==> config.mk <==
export PLATFORM = sky130hd
export DESIGN_NAME = mior_top
export DESIGN_NICKNAME = d
export VERILOG_FILES = /design/src/design/mior_pkg.sv /design/src/design/mior_top.sv
export VERILOG_INCLUDE_DIRS = /design/src /design/src/design
export SDC_FILE = /design/constraint.sdc
export NUM_CORES = 1
export LEC_CHECK = 0
export BUFFER_PORTS_ARGS = -buffer_cell sky130_fd_sc_hd__buf_2
export CELL_PAD_IN_SITES_DETAIL_PLACEMENT = 0
export CELL_PAD_IN_SITES_GLOBAL_PLACEMENT = 1
export CORE_MARGIN = 2
export CORE_UTILIZATION = 40
export CTS_CLUSTER_SIZE = 12
export DETAILED_ROUTE_END_ITERATION = 16
export HOLD_SLACK_MARGIN = 0.02
export PLACE_DENSITY = 0.71
export RECOVER_POWER = 25
export SYNTH_ARGS = -nofsm -noshare
export SYNTH_HDL_FRONTEND = slang
export SYNTH_SLANG_ARGS = --single-unit
==> constraint.sdc <==
create_clock -name clock_in -period 7.2 [get_ports clock_in]
set_clock_uncertainty 0.2 [all_clocks]
set_input_delay 1.8 -clock clock_in [delete_from_list [all_inputs] [get_ports clock_in]]
set_output_delay 1.8 -clock clock_in [all_outputs]
set_load 0.01 [all_outputs]
==> src/design/mior_cfg.svh <==
// Purpose: Constants for the multi-wire flash read block
// Assumes: 25 MHz system clock, serial clock sampled as a plain input
// Notes: Definitions only
`ifndef MIOR_CFG_SVH
`define MIOR_CFG_SVH

`define MIOR_CLK_HZ 25000000
`define MIOR_OP_DUAL 8'h3B
`define MIOR_OP_DUAL_W 8'h3C
`define MIOR_OP_QUAD 8'h6B
`define MIOR_OP_QUAD_W 8'h6C
`define MIOR_OP_DIO 8'hBB
`define MIOR_OP_DIO_W 8'hBC
`define MIOR_MODE_CONT 4'hA
`define MIOR_ARRAY_TOP 32'h03FFFFFF
`define MIOR_CLKS_A3_1 6'h18
`define MIOR_CLKS_A4_1 6'h20
`define MIOR_CLKS_A3_2 6'h0C
`define MIOR_CLKS_A4_2 6'h10
`define MIOR_MODE_CLKS 6'h04
`define MIOR_LAT_NO_DUMMY 2'h3
`define MIOR_DUMMY_OUT 6'h08
`define MIOR_DUMMY_DIO 6'h04
`define MIOR_SHORT_FRAME 4'h8
`define MIOR_FIFO_DEPTH 16
`define MIOR_FIFO_WIDTH 8

`endif

==> src/design/mior_pkg.sv <==
// Purpose: Types for the multi-wire flash read block
// Assumes: Constants come from mior_cfg.svh
// Notes: Types only
package mior_pkg;
    typedef enum logic [2:0] {
        PH_OPCODE = 3'h0,
        PH_ADDR = 3'h1,
        PH_MODE = 3'h2,
        PH_DUMMY = 3'h3,
        PH_DATA = 3'h4,
        PH_IGNORE = 3'h5
    } mior_phase_t;
    typedef enum logic [1:0] {
        K_DUAL_OUT = 2'h0,
        K_QUAD_OUT = 2'h1,
        K_DUAL_IO = 2'h2
    } mior_kind_t;
endpackage : mior_pkg

==> src/design/mior_top.sv <==
// Purpose: Device side of dual output, quad output and dual I/O reads
// Assumes: Serial clock and select sampled by clock_in, at least 8x slower
// Notes: Array reached through a read port whose data is taken in the strobe cycle, prefetched
// Contract
// 3Bh 3/4-byte by wide bit; 3Ch 4-byte
// Dual output drives two bits per falling edge
// Zero or eight dummies before dual output
// Input lines ignored during dummy cycles
// Address advances one per byte output
// Address wraps past top to zero
// 6Bh 3/4-byte by wide bit; 6Ch 4-byte
// Quad output drives nibble per falling edge
// Quad reads only with quad enable set
// Quad dummies ignore all four lines
// BBh 3/4-byte by wide bit; BCh 4-byte
// Dual I/O address two bits per rise
// Plain table: opcode, address, latency, no mode
// Mode table: four mode clocks after address
// Mode Axh keeps continuous, next omits opcode
// Only upper mode nibble decides continuation
// Other mode leaves continuous at select rise
// Short frame of eight clocks leaves continuous
// Host releases lines by first data fall
// Dual I/O data two bits per fall
// Host keeps select low in mode/dummy
// Wide bit selects 4-byte legacy addressing
// Select high ends any read
// Mode byte two bits per rise, MSB first
`timescale 1ns/1ps
`include "mior_cfg.svh"

module mior_fifo #(
    parameter int WIDTH = 8,
    parameter int DEPTH = 16
) (
    input wire logic clock_in,
    input wire logic rst_in,
    input wire logic flush_in,
    input wire logic in_valid_in,
    output logic in_ready_out,
    input wire logic [WIDTH-1:0] in_data_in,
    output logic out_valid_out,
    input wire logic out_ready_in,
    output logic [WIDTH-1:0] out_data_out
);
    localparam int AW = $clog2(DEPTH);
    logic [WIDTH-1:0] mem_q [DEPTH];
    logic [AW-1:0] wr_q;
    logic [AW-1:0] rd_q;
    logic [AW:0] cnt_q;
    logic push;
    logic pop;

    assign in_ready_out = cnt_q != DEPTH[AW:0];
    assign out_valid_out = cnt_q != '0;
    assign out_data_out = mem_q[rd_q];
    assign push = in_valid_in & in_ready_out;
    assign pop = out_valid_out & out_ready_in;

    always_ff @(posedge clock_in) begin
        if (push) begin
            mem_q[wr_q] <= in_data_in;
        end
    end

    // Flush beats push and pop so stale bytes never leak into a new read
    always_ff @(posedge clock_in) begin
        if (rst_in || flush_in) begin
            wr_q <= '0;
            rd_q <= '0;
            cnt_q <= '0;
        end else begin
            if (push) begin
                wr_q <= wr_q + 1'b1;
            end
            if (pop) begin
                rd_q <= rd_q + 1'b1;
            end
            cnt_q <= cnt_q + {{AW{1'b0}}, push} - {{AW{1'b0}}, pop};
        end
    end
endmodule : mior_fifo

module mior_top (
    input wire logic clock_in,
    input wire logic rst_in,
    input wire logic sck_in,
    input wire logic cs_n_in,
    input wire logic [3:0] io_in,
    output logic [3:0] io_out,
    output logic [3:0] io_oe_out,
    input wire logic wide_address_enable_in,
    input wire logic quad_enable_in,
    input wire logic [1:0] latency_code_in,
    input wire logic mode_cycle_table_in,
    output logic mem_rd_out,
    output logic [31:0] mem_addr_out,
    input wire logic [7:0] mem_data_in,
    output logic cont_mode_out
);
    import mior_pkg::*;

    logic [2:0] sck_s;
    logic [2:0] cs_s;
    logic [3:0] io_s1;
    logic [3:0] io_s2;
    logic rise;
    logic fall;
    logic cs_high;
    logic cs_rise;
    mior_phase_t phase_q;
    mior_kind_t kind_q;
    logic wide_q;
    logic [5:0] cnt_q;
    logic [6:0] opc_q;
    logic [31:0] addr_q;
    logic [31:0] addr_nxt;
    logic [7:0] opc_nxt;
    logic [7:0] mode_nxt;
    logic [5:0] mode_q;
    logic mode_seen_q;
    logic mode_hit_q;
    logic cont_q;
    logic [3:0] frame_clks_q;
    logic [5:0] addr_clks;
    logic [5:0] dummy_clks;
    logic go_latency;
    logic fetch_go;
    logic fetching_q;
    logic pend_q;
    logic [31:0] fetch_addr_q;
    logic issue;
    logic flush;
    logic fifo_ready;
    logic fifo_valid;
    logic [7:0] fifo_data;
    logic pop;
    logic [1:0] unit_q;
    logic [7:0] out_sr_q;
    logic quad;
    logic dual_in;

    // Clock and select take three stages: first two synchronise, third only for edge finding; lines take two
    always_ff @(posedge clock_in) begin
        if (rst_in) begin
            sck_s <= 3'h0;
            cs_s <= 3'h7;
            io_s1 <= 4'h0;
            io_s2 <= 4'h0;
        end else begin
            sck_s <= {sck_s[1:0], sck_in};
            cs_s <= {cs_s[1:0], cs_n_in};
            io_s1 <= io_in;
            io_s2 <= io_s1;
        end
    end

    assign rise = sck_s[1] & ~sck_s[2] & ~cs_s[1];
    assign fall = ~sck_s[1] & sck_s[2] & ~cs_s[1];
    assign cs_high = cs_s[1];
    assign cs_rise = cs_s[1] & ~cs_s[2];
    assign quad = kind_q == K_QUAD_OUT;
    assign dual_in = kind_q == K_DUAL_IO;
    assign opc_nxt = {opc_q, io_s2[0]};
    assign mode_nxt = {mode_q, io_s2[1:0]};
    // Dual I/O shifts two bits per rise, io1 the more significant
    assign addr_nxt = dual_in ? {addr_q[29:0], io_s2[1:0]}
                              : {addr_q[30:0], io_s2[0]};
    assign addr_clks = dual_in ? (wide_q ? `MIOR_CLKS_A4_2 : `MIOR_CLKS_A3_2)
                               : (wide_q ? `MIOR_CLKS_A4_1 : `MIOR_CLKS_A3_1);
    // Latency code 3 means no dummies; others give the table figure
    assign dummy_clks = (latency_code_in == `MIOR_LAT_NO_DUMMY) ? 6'h00 :
                        dual_in ? `MIOR_DUMMY_DIO : `MIOR_DUMMY_OUT;
    assign go_latency = rise && phase_q == PH_ADDR
                        && cnt_q == addr_clks - 6'h01;
    assign fetch_go = go_latency;

    // Command phase sequencing on serial clock rises
    always_ff @(posedge clock_in) begin
        if (rst_in) begin
            phase_q <= PH_OPCODE;
            kind_q <= K_DUAL_OUT;
            wide_q <= 1'b0;
            cnt_q <= 6'h00;
            opc_q <= 7'h00;
            addr_q <= 32'h00000000;
            mode_q <= 6'h00;
        end else if (cs_high) begin
            // Continuous mode starts the next frame at the address
            phase_q <= cont_q ? PH_ADDR : PH_OPCODE;
            cnt_q <= 6'h00;
            opc_q <= 7'h00;
            addr_q <= 32'h00000000;
            if (cont_q) begin
                kind_q <= K_DUAL_IO;
            end
        end else if (rise) begin
            cnt_q <= cnt_q + 6'h01;
            unique case (phase_q)
                PH_OPCODE: begin
                    opc_q <= opc_nxt[6:0];
                    if (cnt_q == 6'h07) begin
                        cnt_q <= 6'h00;
                        phase_q <= PH_ADDR;
                        unique case (opc_nxt)
                            `MIOR_OP_DUAL, `MIOR_OP_DUAL_W: begin
                                kind_q <= K_DUAL_OUT;
                            end
                            `MIOR_OP_QUAD, `MIOR_OP_QUAD_W: begin
                                kind_q <= K_QUAD_OUT;
                                if (!quad_enable_in) begin
                                    phase_q <= PH_IGNORE;
                                end
                            end
                            `MIOR_OP_DIO, `MIOR_OP_DIO_W: begin
                                kind_q <= K_DUAL_IO;
                            end
                            default: begin
                                phase_q <= PH_IGNORE;
                            end
                        endcase
                        // Bit 2 marks the C opcodes, always 4 bytes
                        wide_q <= opc_nxt[2]
                                  | wide_address_enable_in;
                    end
                end
                PH_ADDR: begin
                    addr_q <= addr_nxt;
                    if (go_latency) begin
                        cnt_q <= 6'h00;
                        if (dual_in && mode_cycle_table_in) begin
                            phase_q <= PH_MODE;
                        end else if (dummy_clks == 6'h00) begin
                            phase_q <= PH_DATA;
                        end else begin
                            phase_q <= PH_DUMMY;
                        end
                    end
                end
                PH_MODE: begin
                    mode_q <= mode_nxt[5:0];
                    if (cnt_q == `MIOR_MODE_CLKS - 6'h01) begin
                        cnt_q <= 6'h00;
                        phase_q <= (dummy_clks == 6'h00) ? PH_DATA
                                                        : PH_DUMMY;
                    end
                end
                PH_DUMMY: begin
                    // Lines are not looked at here
                    if (cnt_q == dummy_clks - 6'h01) begin
                        cnt_q <= 6'h00;
                        phase_q <= PH_DATA;
                    end
                end
                PH_DATA: begin
                    cnt_q <= 6'h00;
                end
                PH_IGNORE: begin
                    cnt_q <= 6'h00;
                end
            endcase
        end
    end

    // Mode capture and continuous-mode bookkeeping
    always_ff @(posedge clock_in) begin
        if (rst_in) begin
            mode_seen_q <= 1'b0;
            mode_hit_q <= 1'b0;
            cont_q <= 1'b0;
            frame_clks_q <= 4'h0;
            cont_mode_out <= 1'b0;
        end else begin
            cont_mode_out <= cont_q;
            if (rise && frame_clks_q != 4'hF) begin
                frame_clks_q <= frame_clks_q + 4'h1;
            end
            if (rise && phase_q == PH_MODE
                && cnt_q == `MIOR_MODE_CLKS - 6'h01) begin
                mode_seen_q <= 1'b1;
                // Low nibble deliberately unused
                mode_hit_q <= mode_nxt[7:4] == `MIOR_MODE_CONT;
            end
            if (cs_rise) begin
                mode_seen_q <= 1'b0;
                frame_clks_q <= 4'h0;
                if (mode_seen_q) begin
                    cont_q <= mode_hit_q;
                end else if (cont_q
                             && frame_clks_q <= `MIOR_SHORT_FRAME) begin
                    cont_q <= 1'b0;
                end
            end
        end
    end

    // Prefetch reads ahead; address moves one per array read issued
    assign flush = fetch_go | cs_high;
    assign issue = fetching_q & fifo_ready & ~pend_q & ~flush;

    always_ff @(posedge clock_in) begin
        if (rst_in) begin
            fetching_q <= 1'b0;
            pend_q <= 1'b0;
            fetch_addr_q <= 32'h00000000;
            mem_rd_out <= 1'b0;
            mem_addr_out <= 32'h00000000;
        end else begin
            mem_rd_out <= issue;
            pend_q <= issue;
            if (cs_high) begin
                fetching_q <= 1'b0;
            end else if (fetch_go) begin
                fetching_q <= 1'b1;
                fetch_addr_q <= addr_nxt & `MIOR_ARRAY_TOP;
            end else if (issue) begin
                mem_addr_out <= fetch_addr_q;
                fetch_addr_q <= (fetch_addr_q == `MIOR_ARRAY_TOP)
                    ? 32'h00000000 : fetch_addr_q + 32'h00000001;
            end
        end
    end

    mior_fifo #(
        .WIDTH(`MIOR_FIFO_WIDTH),
        .DEPTH(`MIOR_FIFO_DEPTH)
    ) u_fifo (
        .clock_in(clock_in),
        .rst_in(rst_in),
        .flush_in(flush),
        .in_valid_in(pend_q & fetching_q),
        .in_ready_out(fifo_ready),
        .in_data_in(mem_data_in),
        .out_valid_out(fifo_valid),
        .out_ready_in(pop),
        .out_data_out(fifo_data)
    );

    assign pop = fall && phase_q == PH_DATA && unit_q == 2'h0 && fifo_valid;

    // Data out on falling edges; host has let go by the first one
    always_ff @(posedge clock_in) begin
        if (rst_in) begin
            io_out <= 4'h0;
            io_oe_out <= 4'h0;
            unit_q <= 2'h0;
            out_sr_q <= 8'h00;
        end else if (cs_high) begin
            io_oe_out <= 4'h0;
            unit_q <= 2'h0;
        end else if (fall && phase_q == PH_DATA) begin
            io_oe_out <= quad ? 4'hF : 4'h3;
            unit_q <= (unit_q == (quad ? 2'h1 : 2'h3)) ? 2'h0
                                                      : unit_q + 2'h1;
            if (unit_q == 2'h0) begin
                // Empty buffer sends the stale byte at its read slot rather than stall
                if (quad) begin
                    io_out <= fifo_data[7:4];
                    out_sr_q <= {fifo_data[3:0], 4'h0};
                end else begin
                    io_out <= {2'h0, fifo_data[7:6]};
                    out_sr_q <= {fifo_data[5:0], 2'h0};
                end
            end else if (quad) begin
                io_out <= out_sr_q[7:4];
                out_sr_q <= {out_sr_q[3:0], 4'h0};
            end else begin
                io_out <= {2'h0, out_sr_q[7:6]};
                out_sr_q <= {out_sr_q[5:0], 2'h0};
            end
        end
    end
endmodule : mior_top

==> metrics.md, run 1 <==
| Metric | Value |
|---|---|
| Rel. slew slack | 0.400 |
| Setup CP Type | input pin to register |
| GRT Total Usage | 0.177 |
| Die width | 182 µm |
| Outcome | finished clean |
| Clock Sinks | 293 |
| Antenna violations before repair | 0 |
| Num rows | between 60 and 70 |
| YS warnings | 0 |
| Post-cts resize count | 0 |
| # placed instances | roughly 1600 |
| CTS HTree Levels | 2 |
| #FFs+latches synth | 293 |
| Critical Path Fanout Max | 30 |
| Maximum clock rate | ~260 MHz |
| Die Span Y | between 150 and 200 µm |
| Area taken by multi-input logic gates | 0.00509 mm² |
| DRT Pass-1 Iters | 7 |
| Via Count | a little under 9000 |
| Fin. Hold Viols | 0 |
| CTS Hold Buffers Added | 0 |
| Diode count | 0 |
| Required time worst endpoint | 7.39 ns |
| Synth Net Count | about 1200 |
| DRC violation count after routing | 0 |
| Async set-or-reset flop fraction in the synthesized netlist | 0 |
| Grt ovf | 0 |
| Most frequent cells in the layout | dfxtp_1 (164), nor2_1 (141), nand2_1 (129), edfxtp_1 (128), a21oi_1 (82) |
| CTS Buf Count | 34 |
| Nets@finish | roughly 1200 |
| Worst hold slack | ~0.24 ns |
| Layout Utilization | 0.459 |
| Root Buffer | clkbuf_16 |
| Number of synthesized flops with an enable pin | around 130 |
| Syn-to-layout area delta | 13.8% |
| Synth top area cells | edfxtp_1 (30%), dfxtp_1 (26%), mux4_2 (5.7%) |
| Worst-Skew Late Latency | about 0.53 ns |
| Gate Count Post-Synth | 1160 |
| Drt wl/cell | roughly 18 µm |
| Maximum clock path buffer count | 3 |
| Setup TNS | 0 ns |
| Synth area leader | edfxtp_1 |
| Fillers | between 2000 and 3000 |
| Synth Cell Area | 0.0126 mm² |
| RD Place Congestion | between 0.7 and 0.8 |
| Layout Cells excl Fill | 1627 |
| Leakage power | just under 5 nW |
| Post-synth top area share | 0.305 |
| Hpwl dp | 18.8 mm |
| Largest net degree at the start of global routing | between 50 and 60 |
| Unrepaired setup endpoints after global routing | no |
| Post-synthesis mux area share | 0.102 |
| Commonest non-fill, non-tap cell in the layout | dfxtp_1 |
| Vias per cell | about 5.4 |
| XOR/XNOR Fraction of Synth Area | 0.0132 |
| Initial Util | 0.403 |
| Post-synthesis compound-gate area fraction | 0.114 |
| CTS tree | built |
| Worst vdd ir | approximately 180 µV |
| Tmin final | around 3.8 ns |
| Iter 0 DRT Violations | 693 |
| Post-synthesis simple-gate area fraction | 0.157 |
| CTS clk-pin slew, worst paths | 0.06 ns |
| Seq/Total Area, Yosys | 0.566 |
| Final slew viol count | 0 |
| Antenna-violating nets left | 0 |
| CP Capture Type | register |
| Slew @ Worst Pin | between 0.8 and 0.9 ns |
| Number of buffers added on ports | 60 |
| Arr. time, crit path | slightly above 4 ns |
| Adder-cell share of the synthesized area | 0.0165 |
| Mean Syn Cell Area | roughly 11 µm² |
| Vias in the first global route | 8564 |
| Total power | around 3.5 mW |
| Wire length of the first global-routing pass | 46.6 mm |
| Final instance area | roughly 0.014 mm² |
| Fin crit share | 0.534 |
| Seq. cell area | between 0.007 and 0.008 mm² |
| Endpoints failing setup | 0 |
| Hold Crit Class | register to register |
| Final WS setup | around 3.4 ns |
| Max_cap viols | 0 |
| Post-Route WL | a little under 30 mm |
| Area post-placement | between 0.01 and 0.015 mm² |
| Die ar. | approximately 0.033 mm² |
| Pwr per Cell Area | between 200 and 250 mW/mm² |
| Startpoint Class | input pin |
| Setup Fix Bufs, Post-CTS | 0 |
| Synth Flop Type | dfxtp_1 |
| Layout cells sized above 1 | 0.138 |
| I/O pin count | between 60 and 70 |
| Yosys cell types | 66 |
| Largest family of logic cells by synthesized area | simple AND/OR/NAND/NOR gates |
| Core area | roughly 0.031 mm² |
| Dpl ws | between 2 and 3 ns |
## Yosys cell counts (8+ instances only)
| cell type | count |
|---|---|
| dfxtp_1 | 165 |
| nor2_1 | 143 |
| nand2_1 | 129 |
| edfxtp_1 | 128 |
| a21oi_1 | 82 |
| mux2i_1 | 53 |
| clkbuf_1 | 42 |
| a211oi_1 | 38 |
| o21ai_0 | 38 |
| mux4_2 | 32 |
| nand3_1 | 26 |
| nor3_1 | 23 |
| inv_1 | 21 |
| buf_2 | 17 |
| nor2b_1 | 17 |
| ha_1 | 15 |
| and3_1 | 12 |
| a221oi_1 | 11 |
| nand2b_1 | 11 |
| nand4_1 | 11 |
| a31oi_1 | 10 |
| nor4_1 | 10 |
| xor2_1 | 10 |
| xnor2_1 | 9 |
| a22oi_1 | 8 |
| buf_1 | 8 |
## worst paths after layout
check	from	end	slack (ns)	cells past startpoint
max	rst_in	fetch_addr_q[13]	3.35	6
max reg2reg	phase_q[1]	u_fifo.cnt_q[4]	3.40	16
min	sck_s[0]	sck_s[1]	0.24	1
min reg2reg	sck_s[0]	sck_s[1]	0.24	1
## worst max-delay path: stages
cell      delay (ns)
buf_2           0.51
clkinv_1        0.58
o21ai_1         0.66
nor4b_1         0.22
nand3_1         0.14
o221ai_1        0.11
## per-layer routing
metal  track usage  vias to the layer above  part of all wire
met4        0.0410                        0             0.016
li1              -                     4356                 -
met2         0.299                      185              0.49
met1         0.242                     4254              0.46
met3        0.0263                       33             0.041
met5             0                        -                 0
## area by class of cell
class	instances	area share
tap	402	0.0350
multi-input combinational	773	0.355
sequential	293	0.498
timing repair buffer	76	0.0286
inverter	23	0.00601
clock inverter	7	0.0107
clock buffer	53	0.0670
## where the power goes
group	total [mW]	switching, mW	internal [mW]	leakage, nW
registers	1.74	0.00504	1.74	2.48
logic	0.0416	0.0323	0.00930	1.86
clock network	1.70	0.692	1.01	0.535
total	3.48	0.729	2.75	4.88
## kinds of logic (layout without fill, tap and decap cells)
group / count (synthesis) / count (layout)
flip-flops: 293 / 293
AO/OA/AOI/OAI: 228 / 228
multiplexers: 88 / 88
adder cells (fa/ha/maj): 16 / 16
XOR/XNOR: 19 / 19
AND/OR/NAND/NOR: 422 / 422
buffers and inverters: 94 / 159
## flip-flops by register name (all words and copies together), names as in the netlist, 5 cells and up, named ones only
signal	flops
u_fifo.cnt_q	5
u_fifo.mem_q	128
mode_q	6
opc_q	7
cnt_q	6
addr_q	25
out_sr_q	6
mem_addr_out	32
fetch_addr_q	32
Note: power is estimated with default switching activity, not from simulation.
==> run 2, diff against run 1 <==
Clock period 7.2 ns to 3.95 ns, I/O delays scaled along.
==> metrics.md, run 2 (same netlist as run 1, synthesis figures left out) <==
| Metric | Value |
|---|---|
| Outcome | finished clean |
| Unrepaired setup endpoints after global routing | no |
| Arr. time, crit path | 3.26 ns (-0.78 ns) |
| Setup TNS | 0 ns (unchanged) |
| Startpoint Class | register |
| Hpwl dp | 19.2 mm (+2.1%) |
| CTS HTree Levels | 2 (unchanged) |
| Diode count | 0 (unchanged) |
| Critical path cell sequence | inv_1 -> ha_1 -> nand2_1 -> a21o_1 -> nor2_1 -> inv_1 -> nand2_1 -> ha_1 -> inv_1 -> fa_1 -> inv_1 -> a21oi_1 -> nor2_1 -> nor2_1 -> xnor2_1 -> nor2_1 |
| Max reg flops | 128 (unchanged) |
| Rel. slew slack | 0.384 (-0.0158) |
| GRT Total Usage | 0.176 (-0.000988) |
| Total power | 6.23 mW (+79%) |
| Setup CP Type | register to register |
| Root Buffer | clkbuf_16 |
| Largest regs | u_fifo.mem_q x128, fetch_addr_q x32, mem_addr_out x32 |
| RD Place Congestion | 0.809 (+3.2%) |
| Final slew viol count | 0 (unchanged) |
| Die width | 182 µm (unchanged) |
| Tmin final | about 3 ns |
| Critical Path Fanout Max | 11 (-63%) |
| Slew @ Worst Pin | 0.923 ns (+0.0237 ns) |
| I/O pin count | 63 (unchanged) |
| CTS Hold Buffers Added | 0 (unchanged) |
| Wire length of the first global-routing pass | 46.7 mm (+0.15%) |
| CTS tree | built |
| Pwr per Cell Area | 432 mW/mm² (+78%) |
| Worst-Skew Late Latency | 0.51 ns (-0.02 ns) |
| Fillers | 2878 (-1.8%) |
| Die ar. | 0.0330 mm² (unchanged) |
| Most frequent cells in the layout | dfxtp_1 (164), nor2_1 (141), nand2_1 (129), edfxtp_1 (128), a21oi_1 (82) |
| Worst vdd ir | 386 µV (+120%) |
| Post-Route WL | 28.9 mm (+0.10%) |
| Area post-placement | 0.0134 mm² (+0.89%) |
| Hold Crit Class | register to register |
| Layout cells sized above 1 | 0.151 (+0.0132) |
| Nets@finish | 1252 (+1.1%) |
| Initial Util | 0.403 (unchanged) |
| Worst hold slack | 0.228 ns (-0.0114 ns) |
| Num rows | 65 (unchanged) |
| Via Count | 8862 (+0.39%) |
| Die Span Y | 182 µm (unchanged) |
| DRT Pass-1 Iters | 5 (-2) |
| CP max stage delay | 0.44 ns (-0.22 ns) |
| Leakage power | 4.94 nW (+1.3%) |
| Required time worst endpoint | 4.12 ns (-3.27 ns) |
| Largest Register | u_fifo.mem_q |
| Antenna violations before repair | 0 (unchanged) |
| Maximum clock path buffer count | 3 (unchanged) |
| Final WS setup | 0.868 ns (-2.48 ns) |
| Setup Fix Bufs, Post-CTS | 0 (unchanged) |
| Syn-to-layout area delta | 14.3% |
| Dpl ws | 0.875 ns (-1.87 ns) |
| Clock Sinks | 293 (unchanged) |
| Endpoints failing setup | 0 (unchanged) |
| Vias per cell | 5.41 (-0.35%) |
| Core area | 0.0313 mm² (unchanged) |
| Maximum clock rate | around 320 MHz |
| Fin. Hold Viols | 0 (unchanged) |
| CP Capture Type | register |
| Vias in the first global route | 8622 (+0.68%) |
| CP max-delay cell | ha_1 |
| Antenna-violating nets left | 0 (unchanged) |
| Post-cts resize count | 0 (unchanged) |
| Commonest non-fill, non-tap cell in the layout | dfxtp_1 |
| Max_cap viols | 0 (unchanged) |
| Final instance area | 0.0144 mm² (+0.42%) |
| CTS Buf Count | 34 (unchanged) |
| Grt ovf | 0 (unchanged) |
| Largest net degree at the start of global routing | 81 (+47%) |
| CTS clk-pin slew, worst paths | 0.06 ns (about the same) |
| DRC violation count after routing | 0 (unchanged) |
| Fin crit share | 0.780 |
| Drt wl/cell | 17.6 µm (-0.63%) |
| Iter 0 DRT Violations | 644 (-7.1%) |
| Number of buffers added on ports | 60 (unchanged) |
run 2: per-stage QoR:
step	utilization	std cells
after floorplan	-	1160
after detailed placement	0.427	1581
final	0.460	1639
after global placement	0.427	1581
after CTS	0.461	1639
after global routing	0.460	1639
run 2: worst paths after layout:
kind | startpoint | end | slack, ns | cells after the start
hold / removal | cs_s[0] | cs_s[1] | 0.23 | 1
hold reg to reg | cs_s[0] | cs_s[1] | 0.23 | 1
setup / recovery | unit_q[0] | u_fifo.cnt_q[4] | 0.87 | 16
setup reg to reg | unit_q[0] | u_fifo.cnt_q[4] | 0.87 | 16
run 2: power breakdown:
part | internal, mW | switching (mW)
combinational | 0.0196 | 0.0621
clock | 1.77 | 1.21
sequential | 3.17 | 0.00648
total | 4.95 | 1.28
run 2: cell type report:
type	instances	area (µm²)	area share
Sequential cell	293	7150	0.496
Clock buffer	47	960	0.0666
Clock inverter	11	98.8	0.00686
Timing Repair Buffer	90	528	0.0366
Tap cell	402	503	0.0349
Multi-Input combinational cell	773	5090	0.353
Inverter	23	86.3	0.00599
run 2: worst max-delay path: cells and delay by family, from the launching register on:
family | cells | cell delay, ns
fa+ha+maj | 3 | 0.99
xor+xnor | 1 | 0.15
flops | 1 | 0.33
buf+inv | 4 | 0.28
simple gates | 6 | 0.66
compound gates | 2 | 0.34
run 2: layer usage:
metal | part of all wire | track usage
met5 | 0 | 0
met4 | 0.016 | 0.0433
met3 | 0.039 | 0.0253
met2 | 0.48 | 0.298
met1 | 0.47 | 0.240
==> run 3, diff against run 2 <==
Settings changed: PLACE_DENSITY 0.71 to 0.73.
Clock period 3.95 ns to 2.75 ns, I/O delays scaled along.
==> metrics.md, run 3 (same netlist as run 1, synthesis figures left out) <==
| Metric | Value |
|---|---|
| Rel. slew slack | 0.462 (+0.0775) |
| CP max stage delay | 0.50 ns (+0.06 ns) |
| Num rows | 65 (unchanged) |
| CTS Buf Count | 34 (unchanged) |
| DR top layer | met4 |
| DRT Pass-1 Iters | 5 (unchanged) |
| CTS Hold Buffers Added | 0 (unchanged) |
| Outcome | finished clean |
| Wire length of the first global-routing pass | 48.4 mm (+3.6%) |
| CP most frequent cell | a21oi_2 |
| Final WS setup | 0.125 ns (-0.743 ns) |
| Total power | 9.06 mW (+46%) |
| Hold Crit Class | input pin to register |
| Slew @ Worst Pin | 0.807 ns (-0.116 ns) |
| Met3 WL | 1.01 mm (-10%) |
| Area post-placement | 0.0139 mm² (+4.1%) |
| Final instance area | 0.0151 mm² (+4.6%) |
| Iter 0 DRT Violations | 603 (-6.4%) |
| Post-Route WL | 29.9 mm (+3.5%) |
| Area taken by multi-input logic gates | 0.00516 mm² (+1.3%) |
| Fin. Hold Viols | 0 (unchanged) |
| Layout Utilization | 0.482 (+0.0211) |
| Die ar. | 0.0330 mm² (unchanged) |
| Largest regs | u_fifo.mem_q x128, fetch_addr_q x32, mem_addr_out x32 |
| Vias per cell | 5.36 (-0.88%) |
| Maximum clock path buffer count | 3 (unchanged) |
| Unrepaired setup endpoints after global routing | yes |
| CTS tree | built |
| Worst vdd ir | 518 µV (+34%) |
| I/O pin count | 63 (unchanged) |
| Die Span Y | 182 µm (unchanged) |
| Antenna violations before repair | 0 (unchanged) |
| Clock Sinks | 293 (unchanged) |
| Dpl ws | 0.0672 ns (-0.808 ns) |
| Required time worst endpoint | 2.99 ns (-1.13 ns) |
| Endpoints failing setup | 0 (unchanged) |
| Setup CP Type | register to register |
| RD Place Congestion | 0.811 (+0.26%) |
| Syn-to-layout area delta | 19.5% |
| Initial Util | 0.403 (unchanged) |
| GRT Total Usage | 0.183 (+0.00712) |
| Commonest non-fill, non-tap cell in the layout | dfxtp_1 |
| Number of buffers added on ports | 60 (unchanged) |
| Die width | 182 µm (unchanged) |
| Metal1 wirelength | 14.0 mm (+4.0%) |
| Leakage power | 5.29 nW (+7.1%) |
| Arr. time, crit path | 2.86 ns (-0.40 ns) |
| Diode count | 0 (unchanged) |
| Layout cells sized above 1 | 0.205 (+0.0539) |
| Drt wl/cell | 17.6 µm (-0.44%) |
| Grt ovf | 0 (unchanged) |
| Vias in the first global route | 9006 (+4.5%) |
| Fin crit share | 0.954 (+0.174) |
| CP max-delay cell | or4b_4 |
| Setup TNS | 0 ns (unchanged) |
| Antenna-violating nets left | 0 (unchanged) |
| Nets@finish | 1316 (+5.1%) |
| CP Capture Type | register |
| Largest Register | u_fifo.mem_q |
| Max reg flops | 128 (unchanged) |
| Final slew viol count | 0 (unchanged) |
| Pwr per Cell Area | 601 mW/mm² (+39%) |
| Via Count | 9132 (+3.0%) |
| Max_cap viols | 0 (unchanged) |
| Core area | 0.0313 mm² (unchanged) |
| Startpoint Class | register |
| Most frequent cells in the layout | dfxtp_1 (161), nor2_1 (140), edfxtp_1 (128), nand2_1 (126), buf_4 (87) |
| Critical Path Fanout Max | 5 (-6) |
| Critical path cell sequence | ha_2 -> or4b_4 -> or4_4 -> o22ai_2 -> a211o_2 -> a21oi_2 -> a211o_1 -> a21oi_2 |
| Seq. cell area | 0.00715 mm² (about the same) |
| Fillers | 2863 (-0.52%) |
| DRC violation count after routing | 0 (unchanged) |
| CTS HTree Levels | 2 (unchanged) |
| Maximum clock rate | 381 MHz (+17%) |
| Worst-Skew Late Latency | 0.54 ns (+0.03 ns) |
| Hpwl dp | 20.2 mm (+5.3%) |
| Largest net degree at the start of global routing | 54 (-33%) |
| Routed length on met2 | 14.3 mm (+3.6%) |
| Tmin final | 2.62 ns (-0.457 ns) |
| CTS clk-pin slew, worst paths | 0.05 ns (about the same) |
| Root Buffer | clkbuf_16 |
[run 3: cell count changes in the layout (fill, tap and decap cells not counted), sizes merged]
| cell | before | now |
|---|---|---|
| buf | 82 | 146 |
| bufinv | 1 | 2 |
| clkbuf | 55 | 56 |
| clkinv | 9 | 10 |
| clkinvlp | 1 | 0 |
| inv | 23 | 22 |
[run 3: report_power, final]
part | total, mW | internal [mW] | switching (mW)
logic | 0.132 | 0.0357 | 0.0960
clock network | 4.38 | 2.57 | 1.81
registers | 4.55 | 4.55 | 0.00669
[run 3: final timing paths]
check           start          to  slack (ns)  cells past startpoint
min reg2reg   cs_s[0]     cs_s[1]        0.22                      1
min          io_in[0]    io_s1[0]        0.17                      2
max reg2reg  cnt_q[0]  phase_q[0]        0.13                      8
max          cnt_q[0]  phase_q[0]        0.13                      8
[run 3: area by class of cell]
class,instances,area share
inverters,23,0.00573
well taps,402,0.0334
clock buffers,48,0.0612
repair buffers,154,0.0719
multi-input cells,773,0.342
clock inverters,11,0.0113
flip-flops and latches,293,0.474
[run 3: what timing repair did]
action,in CTS,in global routing
gates resized for setup,0,19
endpoints found under the setup margin,0,10
setup buffers,0,2
[run 3: critical path: cells and delay by family (launching register included)]
family,cells,cell delay [ns]
and+or+nand+nor,2,0.99
AOI/OAI and AO/OA,5,0.83
DFF,1,0.35
adders and majority gates,1,0.19
[run 3: layer usage]
metal	global-route usage	vias up
met5	0	-
met4	0.0501	0
met3	0.0265	39
met2	0.311	157
met1	0.246	4442
li1	-	4494
[run 3: per-stage QoR]
| step | std cells | hold slack, ns |
|---|---|---|
| after floorplan | 1160 | 0.189 |
| after global placement | 1643 | 0.216 |
| after detailed placement | 1643 | 0.210 |
| after CTS | 1702 | 0.143 |
| after global routing | 1704 | 0.153 |
| final | 1704 | 0.169 |
